[src/core/link_enh_pkg.sv]
// Constants, field layout and state codes of the link enhancement block
//==============================================================
// Behaviour
// Two-bit start level selects 2K/1.7K/1K/512 bytes.
// After underrun, retry of packet uses store-and-forward.
// Start at level or at whole packet loaded. 16-word FIFO holds 64 bytes, under every level: whole packets only.
// FIFO drained mid-packet flags underrun, packet errored.
// 2K level sends only complete packets.
// Zero retries count forces store-and-forward.
// Reserved bits read zero, writes ignored.
// Bit 10 enables MPEG stamp fix, format 20h.
// Bit 8 enables DV stamp fix, format 00h.
// Bit 7 enables priority arbitration answers.
// Bit 1 tells PHY acceleration is supported.
// Control fields cleared only by global reset.
// Bit 6 unassigned; EEPROM bit 6 sets PHY permission.
package link_enh_pkg;
	//==============================================================
	// Register bus
	localparam int APB_ADDR_W = 8;
	localparam logic [7:0] LEC_OFFSET = 8'h00; // Control register
	localparam logic [7:0] STAT_OFFSET = 8'h04; // Transmit status
	localparam int DATA_W = 32;
	//==============================================================
	// Control register layout
	localparam int THRESH_LSB = 12;
	localparam int MPEG_BIT = 10;
	localparam int DV_BIT = 8;
	localparam int PRIO_BIT = 7;
	localparam int ACCEL_BIT = 1;
	localparam logic [31:0] LEC_WR_MASK = 32'h0000_3582; // Writable bits
	localparam logic [31:0] LEC_RST = 32'h0000_1000; // Level code 01
	localparam logic [1:0] THR_SAF = 2'h0;
	localparam logic [1:0] THR_1K7 = 2'h1;
	localparam logic [1:0] THR_1K = 2'h2;
	localparam logic [1:0] THR_512 = 2'h3;
	localparam logic [11:0] THR_SAF_BYTES = 12'h800;
	localparam logic [11:0] THR_1K7_BYTES = 12'h6CC;
	localparam logic [11:0] THR_1K_BYTES = 12'h400;
	localparam logic [11:0] THR_512_BYTES = 12'h200;
	//==============================================================
	// Status register layout
	localparam int STAT_UNDERRUN = 0; // Sticky, write one to clear
	localparam int STAT_RETRY = 1;
	localparam int STAT_SENDING = 2;
	localparam int STAT_COUNT_LSB = 8;
	//==============================================================
	// Stream formats and EEPROM byte
	localparam int FORMAT_W = 6;
	localparam logic [5:0] FORMAT_MPEG = 6'h20;
	localparam logic [5:0] FORMAT_DV = 6'h00;
	localparam int EEPROM_PHY_BIT = 6;
	//==============================================================
	// Transmit buffer
	localparam int FIFO_WIDTH = 33; // Data word plus last marker
	localparam int FIFO_DEPTH = 16;
	localparam int CNT_W = 5;
	localparam int WORD_SHIFT = 2; // Four bytes per word
	typedef enum logic [2:0] {
		ST_IDLE = 3'b001,
		ST_SEND = 3'b010,
		ST_DROP = 3'b100
	} tx_state_t;
endpackage : link_enh_pkg

[src/core/tx_fifo_if.sv]
// Carrier between the control block and its transmit buffer
`timescale 1ns/1ps
interface tx_fifo_if;
	import link_enh_pkg::*;
	logic wr_valid; // Filling side
	logic wr_ready;
	logic [FIFO_WIDTH-1:0] wr_data;
	logic rd_valid; // Draining side
	logic rd_ready;
	logic [FIFO_WIDTH-1:0] rd_data;
	logic [CNT_W-1:0] count; // Words held
	modport buffer(input wr_valid, wr_data, rd_ready,
		output wr_ready, rd_valid, rd_data, count);
	modport user(output wr_valid, wr_data, rd_ready,
		input wr_ready, rd_valid, rd_data, count);
endinterface : tx_fifo_if

[src/core/tx_fifo.sv]
// Synchronous transmit FIFO with registered ready
`timescale 1ns/1ps
module tx_fifo #(
	parameter int WIDTH = 33,
	parameter int DEPTH = 16
) (
	input wire logic clk_i,
	input wire logic rst_n_i,
	tx_fifo_if.buffer f
);
	import link_enh_pkg::*;
	localparam int PW = $clog2(DEPTH);
	localparam int CW = $clog2(DEPTH + 1);
	localparam logic [CW-1:0] FULL = CW'(DEPTH);
	logic [WIDTH-1:0] mem [DEPTH]; // Storage
	logic [PW-1:0] wp, next_wp; // Write pointer
	logic [PW-1:0] rp, next_rp; // Read pointer
	logic [CW-1:0] count, next_count; // Fill level
	logic ready, next_ready; // Registered not-full
	logic do_wr, do_rd;

	//==============================================================
	// Next pointers and fill level
	always_comb begin
		do_wr = f.wr_valid && ready;
		do_rd = f.rd_ready && (count != '0);
		next_wp = do_wr ? PW'(wp + 1'b1) : wp;
		next_rp = do_rd ? PW'(rp + 1'b1) : rp;
		next_count = CW'(count + CW'(do_wr) - CW'(do_rd));
		// Ready is computed ahead so the port comes from a flop
		next_ready = (next_count != FULL);
	end

	//==============================================================
	// State registers and storage
	always_ff @(posedge clk_i) begin
		if (!rst_n_i) begin
			wp <= '0;
			rp <= '0;
			count <= '0;
			ready <= 1'b1;
		end else begin
			wp <= next_wp;
			rp <= next_rp;
			count <= next_count;
			ready <= next_ready;
		end
		if (do_wr && rst_n_i) begin
			mem[wp] <= f.wr_data;
		end
	end

	assign f.wr_ready = ready;
	assign f.rd_valid = (count != '0);
	assign f.rd_data = mem[rp];
	assign f.count = CNT_W'(count);
endmodule : tx_fifo

[src/core/link_enh_ctrl.sv]
// Link enhancement control register and transmit start logic
//
// The register offsets and register access over APB are this design's own decisions.
`timescale 1ns/1ps
module link_enh_ctrl (
	input wire logic CLOCK_I,
	input wire logic RST_N_I, // Global reset
	input wire logic SOFT_RST_N_I, // Transmit path reset only
	input wire logic PSEL_I,
	input wire logic PENABLE_I,
	input wire logic PWRITE_I,
	input wire logic [link_enh_pkg::APB_ADDR_W-1:0] PADDR_I,
	input wire logic [link_enh_pkg::DATA_W-1:0] PWDATA_I,
	input wire logic [3:0] PSTRB_I,
	output logic PREADY_O,
	output logic [link_enh_pkg::DATA_W-1:0] PRDATA_O,
	output logic PSLVERR_O,
	input wire logic IN_VALID_I,
	input wire logic [link_enh_pkg::DATA_W-1:0] IN_DATA_I,
	input wire logic IN_LAST_I,
	output logic IN_READY_O,
	output logic TX_VALID_O,
	output logic [link_enh_pkg::DATA_W-1:0] TX_DATA_O,
	output logic TX_LAST_O,
	output logic TX_ERROR_O,
	input wire logic TX_READY_I,
	input wire logic RETRY_ZERO_I, // Retries register holds zero
	input wire logic [link_enh_pkg::FORMAT_W-1:0] STREAM_FORMAT_CODE_I,
	output logic MPEG_STAMP_APPLY_O,
	output logic DV_STAMP_APPLY_O,
	output logic PRIORITY_ARB_EN_O,
	output logic PHY_ACCEL_NOTIFY_O,
	input wire logic EEPROM_LOAD_I,
	input wire logic [7:0] EEPROM_BYTE_I,
	output logic PHY_PROGRAM_ALLOW_O
);
	import link_enh_pkg::*;

	//==============================================================
	// Helpers
	function automatic logic [11:0] level_bytes(input logic [1:0] c);
		unique case (c)
			THR_SAF: level_bytes = THR_SAF_BYTES;
			THR_1K7: level_bytes = THR_1K7_BYTES;
			THR_1K: level_bytes = THR_1K_BYTES;
			THR_512: level_bytes = THR_512_BYTES;
		endcase
	endfunction : level_bytes

	function automatic logic [31:0] lane_mask(input logic [3:0] s);
		lane_mask = {{8{s[3]}}, {8{s[2]}}, {8{s[1]}}, {8{s[0]}}};
	endfunction : lane_mask

	//==============================================================
	// Declarations
	tx_fifo_if txf ();
	logic [31:0] lec, next_lec; // Writable control bits only
	logic phy_allow, next_phy_allow; // Loaded from EEPROM byte
	logic pready, next_pready;
	logic [31:0] prdata, next_prdata;
	logic pslverr, next_pslverr;
	logic setup, acc_wr, hit_lec, hit_stat;
	logic [31:0] wmask;
	tx_state_t st, next_st; // Transmit sequencer
	logic [CNT_W-1:0] pkts, next_pkts; // Whole packets in FIFO
	logic retry, next_retry; // Next packet is a retry
	logic under, next_under; // Sticky underrun flag
	logic tx_valid, next_tx_valid;
	logic [31:0] tx_data, next_tx_data;
	logic tx_last, next_tx_last;
	logic tx_err, next_tx_err;
	logic mpeg_ap, next_mpeg_ap;
	logic dv_ap, next_dv_ap;
	logic saf, slot_free, start, pop, under_ev, wr_last, pop_last;
	logic [11:0] fill_bytes;
	logic dp_rst_n;

	// Path reset: control fields survive it, the datapath does not
	assign dp_rst_n = RST_N_I && SOFT_RST_N_I;

	tx_fifo #(
		.WIDTH(FIFO_WIDTH),
		.DEPTH(FIFO_DEPTH)
	) u_fifo (
		.clk_i(CLOCK_I),
		.rst_n_i(dp_rst_n),
		.f(txf.buffer)
	);

	//==============================================================
	// Register bus next values
	always_comb begin
		setup = PSEL_I && !PENABLE_I;
		acc_wr = PSEL_I && PENABLE_I && pready && PWRITE_I;
		hit_lec = (PADDR_I == LEC_OFFSET);
		hit_stat = (PADDR_I == STAT_OFFSET);
		// Reserved positions never take write data
		wmask = LEC_WR_MASK & lane_mask(PSTRB_I);
		next_lec = lec;
		if (acc_wr && hit_lec) begin
			next_lec = (lec & ~wmask) | (PWDATA_I & wmask);
		end
		next_phy_allow = phy_allow;
		if (EEPROM_LOAD_I) begin
			next_phy_allow = EEPROM_BYTE_I[EEPROM_PHY_BIT];
		end
		// One wait-free access phase: ready follows setup
		next_pready = setup;
		next_pslverr = setup && !(hit_lec || hit_stat);
		next_prdata = 32'h0000_0000;
		if (setup && !PWRITE_I && hit_lec) begin
			next_prdata = lec & LEC_WR_MASK;
		end else if (setup && !PWRITE_I && hit_stat) begin
			next_prdata[STAT_UNDERRUN] = under;
			next_prdata[STAT_RETRY] = retry;
			next_prdata[STAT_SENDING] = (st == ST_SEND);
			next_prdata[STAT_COUNT_LSB +: CNT_W] = txf.count;
		end
	end

	//==============================================================
	// Register bus flops; only the global reset clears the fields
	always_ff @(posedge CLOCK_I) begin
		if (!RST_N_I) begin
			lec <= LEC_RST;
			phy_allow <= 1'b0;
			pready <= 1'b0;
			prdata <= 32'h0000_0000;
			pslverr <= 1'b0;
		end else begin
			lec <= next_lec;
			phy_allow <= next_phy_allow;
			pready <= next_pready;
			prdata <= next_prdata;
			pslverr <= next_pslverr;
		end
	end

	//==============================================================
	// Transmit sequencer next values
	always_comb begin
		// Store-and-forward on 2K level, on retry, or with no retries
		saf = (lec[THRESH_LSB +: 2] == THR_SAF) || retry
			|| RETRY_ZERO_I;
		fill_bytes = 12'({txf.count, 2'b00});
		slot_free = !tx_valid || TX_READY_I;
		wr_last = txf.wr_valid && txf.wr_ready && IN_LAST_I;
		start = txf.rd_valid && ((pkts != '0)
			|| (!saf && fill_bytes >= level_bytes(lec[THRESH_LSB +: 2])));
		next_st = st;
		pop = 1'b0;
		under_ev = 1'b0;
		next_tx_valid = tx_valid && !TX_READY_I;
		next_tx_data = tx_data;
		next_tx_last = tx_last;
		next_tx_err = 1'b0;
		next_retry = retry;
		unique case (st)
			ST_IDLE: begin
				if (start) begin
					next_st = ST_SEND;
				end
			end
			ST_SEND: begin
				if (slot_free && txf.rd_valid) begin
					pop = 1'b1;
					next_tx_valid = 1'b1;
					next_tx_data = txf.rd_data[31:0];
					next_tx_last = txf.rd_data[32];
					if (txf.rd_data[32]) begin
						next_st = ST_IDLE;
						next_retry = 1'b0; // Retried packet went out
					end
				end else if (slot_free && pkts == '0) begin
					// Buffer ran dry before the packet end arrived
					under_ev = 1'b1;
					next_tx_err = 1'b1;
					next_retry = 1'b1;
					next_st = ST_DROP;
				end
			end
			ST_DROP: begin
				// The rest of the broken packet is thrown away
				if (txf.rd_valid) begin
					pop = 1'b1;
					if (txf.rd_data[32]) begin
						next_st = ST_IDLE;
					end
				end
			end
		endcase
		pop_last = pop && txf.rd_data[32];
		next_pkts = CNT_W'(pkts + CNT_W'(wr_last) - CNT_W'(pop_last));
		// A new underrun wins over a clear in the same cycle
		next_under = under_ev || (under && !(acc_wr && hit_stat
			&& PSTRB_I[0] && PWDATA_I[STAT_UNDERRUN]));
		next_mpeg_ap = lec[MPEG_BIT]
			&& (STREAM_FORMAT_CODE_I == FORMAT_MPEG);
		next_dv_ap = lec[DV_BIT]
			&& (STREAM_FORMAT_CODE_I == FORMAT_DV);
		txf.rd_ready = pop;
	end

	assign txf.wr_valid = IN_VALID_I;
	assign txf.wr_data = {IN_LAST_I, IN_DATA_I};

	//==============================================================
	// Transmit sequencer flops
	always_ff @(posedge CLOCK_I) begin
		if (!dp_rst_n) begin
			st <= ST_IDLE;
			pkts <= '0;
			retry <= 1'b0;
			under <= 1'b0;
			tx_valid <= 1'b0;
			tx_data <= 32'h0000_0000;
			tx_last <= 1'b0;
			tx_err <= 1'b0;
			mpeg_ap <= 1'b0;
			dv_ap <= 1'b0;
		end else begin
			st <= next_st;
			pkts <= next_pkts;
			retry <= next_retry;
			under <= next_under;
			tx_valid <= next_tx_valid;
			tx_data <= next_tx_data;
			tx_last <= next_tx_last;
			tx_err <= next_tx_err;
			mpeg_ap <= next_mpeg_ap;
			dv_ap <= next_dv_ap;
		end
	end

	//==============================================================
	// Outputs
	assign PREADY_O = pready;
	assign PRDATA_O = prdata;
	assign PSLVERR_O = pslverr;
	assign IN_READY_O = txf.wr_ready;
	assign TX_VALID_O = tx_valid;
	assign TX_DATA_O = tx_data;
	assign TX_LAST_O = tx_last;
	assign TX_ERROR_O = tx_err;
	assign MPEG_STAMP_APPLY_O = mpeg_ap;
	assign DV_STAMP_APPLY_O = dv_ap;
	assign PRIORITY_ARB_EN_O = lec[PRIO_BIT];
	assign PHY_ACCEL_NOTIFY_O = lec[ACCEL_BIT];
	assign PHY_PROGRAM_ALLOW_O = phy_allow;
endmodule : link_enh_ctrl

[config.mk]
export PLATFORM = sky130hd
export DESIGN_NAME = link_enh_ctrl
export DESIGN_NICKNAME = d
export VERILOG_FILES = /design/src/core/link_enh_pkg.sv /design/src/core/tx_fifo_if.sv /design/src/core/tx_fifo.sv /design/src/core/link_enh_ctrl.sv
export SDC_FILE = /design/constraint.sdc
export NUM_CORES = 1
export LEC_CHECK = 0
export ABC_AREA = 1
export BUFFER_PORTS_ARGS = -buffer_cell sky130_fd_sc_hd__buf_2
export CORE_MARGIN = 2
export CORE_UTILIZATION = 40
export CTS_BUF_LIST = sky130_fd_sc_hd__clkbuf_16
export DETAILED_ROUTE_END_ITERATION = 12
export HOLD_SLACK_MARGIN = 0.06
export SLEW_MARGIN = 40
export SYNTH_ARGS = -nofsm -noshare
export SYNTH_HDL_FRONTEND = slang
export SYNTH_SLANG_ARGS = --single-unit
[constraint.sdc]
create_clock -name CLOCK_I -period 3.9 [get_ports CLOCK_I]
set_input_delay 0.585 -clock CLOCK_I [delete_from_list [all_inputs] [get_ports CLOCK_I]]
set_output_delay 0.585 -clock CLOCK_I [all_outputs]
set_load 0.005 [all_outputs]
Word level (Yosys, flattened, before mapping). Memory sizes are Yosys's and may differ from the RTL's. A register that Yosys moved wholly into a read port is not among the register bits. Index checks and enable logic that the tools add are counted.

Add/sub/neg operators: 6. Order comparisons: 1. Equality and inequality tests: 13. Muxes and demuxes: 26. Bitwise operators: 6. Reduce and logical (&&, ||, !) cells: 51.

Operator list (count): 12-bit case mux with 4 select lines (1); 32-bit by 14-bit bitwise AND with 32-bit output (1); 32-bit bitwise AND (1); 14-bit NOT with 32-bit output (1); 32-bit OR (1); 1-bit logical AND (26); 3-bit two-way mux (5); 7-bit by 12-bit greater-or-equal comparator with 1-bit output (1); 1-bit two-way mux (12); 5-bit by 1-bit adder with 5-bit output (2); 5-bit two-way mux (2); 5-bit nonzero test (2); 5-bit by 1-bit subtractor with 5-bit output (2); 3-bit case mux with 3 select lines (1); 4-bit by 1-bit adder with 4-bit output (second input constant) (2); 8-bit by 3-bit equality test with 1-bit output (second input constant) (1); 8-bit zero test (1); 4-bit two-way mux (2); 1-bit zero test (7); 6-bit equality test (second input constant) (1); 6-bit zero test (1); 1-bit logical OR (6); 2-bit inequality test (second input constant) (3); 3-bit AND reduction (2); 15 further kinds (19).

Register bits: 128. Memory bits (writable): 528. Input port bits: 101. Output and inout port bits: 75. Word-level logic and storage cells: 125. Memories: 1.

Memories: u_fifo.mem (words 16, bits a word 33, read ports 1, clocked after memory_dff 1, wr ports 1, line tx_fifo.sv:15) `logic [WIDTH-1:0] mem [DEPTH];`.

Depth between registers and ports, before layout.
Depth in word-level cells: 9. Depth in mapped cells: 20. Mapped depth without buffers: 18.

Hierarchy. A second synthesis with hierarchy kept.

Cells, all modules: 2610. Area, all modules: 26228.9 sq um.

By module, submodules not included: tx_fifo (times used 1, cells an instance 2257, area an instance 23425.0 sq um, sequential area each 16215.6 sq um); link_enh_ctrl (times used 1, cells an instance 353, area an instance 2803.9 sq um, sequential area each 1321.3 sq um).

Worst setup path before layout. No wires, ideal clock.

Kind: input to register. From: input RST_N_I. To: memory u_fifo.mem[0][0], enable pin. Setup time: 0.423 ns. Arrival time: 2.398 ns. Required time: 3.477 ns. Slack: 1.078 ns. Stages: 4. Path buffers: 0. Path through: nand2_1 nor2_1 nand2_1 nor2_1.

Word-level cells in the longest chain between the ends: 4.

Ends and longest elaborated chain: from (decl) (line link_enh_ctrl.sv:7) `input wire logic RST_N_I,`; 1-bit logical AND (line link_enh_ctrl.sv:79) `assign dp_rst_n = RST_N_I && SOFT_RST_N_I;`; 1-bit logical AND (line tx_fifo.sv:48) `if (do_wr && rst_n_i) begin`; 1-bit two-way mux (line tx_fifo.sv:48); 1-bit two-way mux (not written as such) (line tx_fifo.sv:49) `mem[wp] <= f.wr_data;`; to (decl) (line tx_fifo.sv:15).

Every way passes these cells.

==> summary.txt <==
status: finished clean
Hold Buf Count CTS: 0
Clock power frac: 44.6%
# rows: 90
min Tclk post-route: 3629 ps
worst slew pin tran: 807.8 ps
clk sink count: 612
Vias: 15610
CTS max path bufs: 3
Ys Warns: 0
Switching Fraction: 19.97%
share of cells above drive strength 1: 14.04%
DRT antenna net count: 0
Yosys top cell area share: 64.66%
WL per Instance: 20.37 um
flops & latches, synth: 612
initial antenna violation count: 5
max-slew violations: 0
CTS tree: yes
max-cap violations: 0
Post-Syn Area per Cell: 12.17 um^2
Clock Latency Late Sink: 640 ps
GRT Util Overall: 18.84%
die width: 251.6 um
Final Setup Violations: 0
Reg area: 17550 um^2
final hold violations: 0
commonest non-fill, non-tap cells in the layout: edfxtp_1 (528), nor2_1 (417), o21ai_1 (170), nand3_1 (150), o211ai_1 (130)
RSZ-0062 raised after global routing: no
Starting Density: 40.55%
largest net degree at the start of global routing: 81
Die Y: 251.6 um
Buffers on Ports: 118
Total Die Area: 63300 um^2
total wire length: 60.09 mm
Setup TNS: 0 ps
gpl congestion: 0.7626
area leader, netlist: edfxtp_1
sequential group share of total power: 53.8%
IR drop worst, VDD: 0.2832 mV
Final period util: 93.04%
combinational share of power: 1.7%
leakage power: 9.694 nW
P_int: 0.01061 W
CTS buffer count: 61
Setup Skew: 36.59 ps
Mapped Area: 24520 um^2
area occupied by multi-input gates: 5969 um^2
Via density: 5.292
Worst Path Required: 4390 ps
Iteration-0 DRC Markers: 1243
DRC viols: 0
post_cts resized: 0
vias in the first global route: 15080
filler cell count: 5293
Layout Nets: 2234
worst hold path class: in2reg
CTS Root Cell: clkbuf_16
most common cell after layout, fill and taps aside: edfxtp_1
Setup crit end kind: flop
headroom to the max-slew limit: 46.02%
CP arrival: 4120 ps
fin util: 46.19%
cells after synthesis: 2014
total gr overflow: 0
H-tree levels: 2
register area share after synthesis: 71.52%
clk slew on worst S/H paths: 60 ps
Sw Pwr: 0.002649 W
CP max FO: 14
Post-CTS Setup Repair Bufs: 0
first-pass GRT wire length: 90.87 mm
Critical Setup Path Class: reg2reg
synth top area cells: edfxtp_1 (65%), dfxtp_1 (6.9%), nor2_1 (6.6%)
Pre-antenna DRT Iters: 5
Yosys cell types: 34
Max Clk Rate: 275.6 MHz
DP HPWL: 30.59 mm
IO Pins: 176
power per cell area: 474.9 nW/um^2
CP Launch Type: flop
hold slack: 141.5 ps
core area: 60470 um^2
Area Growth Syn to Fin: 13.92%
final total power: 0.01326 W
==> worst max-delay path, cell delays in order, from the launching register on <==
cell and delay [ps]:
dfxtp_2 610, clkinv_1 690, nand3_1 300, nand3_1 130, nand2_1 140, inv_1 90, nor2_1 90, ha_1 230
inv_1 60, ha_1 150, inv_1 60, fa_1 430, nor3_1 210, a211oi_1 80, o21ai_0 170, a21oi_1 60
==> sequential cells by signal, indices dropped and copies added, names as in the netlist, named ones only <==
| name | count |
|---|---|
| PREADY_O | 1 |
| TX_VALID_O | 1 |
| DV_STAMP_APPLY_O | 1 |
| retry | 1 |
| TX_LAST_O | 1 |
| PRDATA_O | 10 |
| st | 3 |
| u_fifo.f.count | 5 |
| TX_DATA_O | 32 |
| u_fifo.mem | 528 |
| TX_ERROR_O | 1 |
| pkts | 5 |
| MPEG_STAMP_APPLY_O | 1 |
| PSLVERR_O | 1 |
| u_fifo.rp | 4 |
| u_fifo.f.wr_ready | 1 |
| u_fifo.wp | 4 |
| PHY_PROGRAM_ALLOW_O | 1 |
| under | 1 |
==> per-layer routing <==
metal | vias up | share of wire (%) | global-route usage (%)
met5 | - | 0.050 | 0
met2 | 481 | 48 | 31.40
li1 | 7372 | - | -
met1 | 7659 | 44 | 25.55
met3 | 96 | 5.6 | 2.589
met4 | 4 | 2.4 | 6.122
==> area by class of cell <==
cell class | count | area share, %
Antenna cell | 2 | 0.01792
Clock buffer | 61 | 5.465
Clock inverter | 54 | 1.823
Inverter | 97 | 1.339
Multi-Input combinational cell | 1184 | 21.37
Sequential cell | 612 | 62.82
Tap cell | 782 | 3.503
Timing Repair Buffer | 158 | 3.660
==> Yosys cell counts <==
| master | instances |
|---|---|
| edfxtp_1 | 528 |
| nor2_1 | 433 |
| o21ai_1 | 170 |
| nand3_1 | 150 |
| o211ai_1 | 130 |
| o21ai_0 | 103 |
| inv_1 | 93 |
| dfxtp_1 | 84 |
| nand2_1 | 72 |
| clkbuf_1 | 51 |
| nor2_2 | 32 |
| buf_2 | 28 |
| buf_4 | 27 |
| a21oi_1 | 25 |
| buf_6 | 23 |
| ha_1 | 17 |
| buf_1 | 12 |
| nor3_1 | 10 |
| nand4_1 | 5 |
| inv_2 | 3 |
| xor2_1 | 3 |
| fa_1 | 2 |
| o22ai_1 | 2 |
| a211oi_1 | 1 |
| and3_1 | 1 |
| buf_8 | 1 |
| clkinv_1 | 1 |
| conb_1 | 1 |
| nand2_2 | 1 |
| nor3_2 | 1 |
| nor3_4 | 1 |
| nor3b_1 | 1 |
| o211ai_2 | 1 |
| xnor2_1 | 1 |
==> path summary, 6_finish.rpt <==
kind                                              start  slack (ps)  cells past startpoint                to
worst max register to register                     flop         270                     15           pkts[4]
worst min register to register                     flop         430                      2      PRDATA_O[13]
worst min-delay path            STREAM_FORMAT_CODE_I[5]         140                      2  DV_STAMP_APPLY_O
worst max-delay path                               flop         270                     15           pkts[4]
==> power by group through the flow <==
| stage | combinational [W] | clock (W) | sequential (W) |
|---|---|---|---|
| 6_report | 0.000222 | 0.00591 | 0.00713 |
| 5_1_grt | 0.000249 | 0.00628 | 0.00713 |
| 4_1_cts | 0.000222 | 0.00602 | 0.00713 |
| 3_5_place_dp | 0.000221 | 0 | 0.00727 |
| 3_3_place_gp | 0.000210 | 0 | 0.00727 |
| 2_1_floorplan | 0.0000953 | 0 | 0.00727 |
==> logic make-up after synthesis <==
kind of cell / share of synthesized area (%)
xor+xnor: 0.1429
simple gates: 12.13
fa+ha+maj: 1.031
flops: 71.52
compound gates: 10.20
buf+inv: 4.965
other cells: 0.01529
==> per-stage QoR <==
stage,instance area (um^2),cells,setup slack [ps]
2_1_floorplan,24600,2035,1078
3_3_place_gp,25850,2832,312.5
3_5_place_dp,25860,2832,319.5
4_1_cts,27900,2947,278.7
5_1_grt,27930,2950,43.56
6_report,27930,2950,271.4
(Power assumes the default switching activity.)
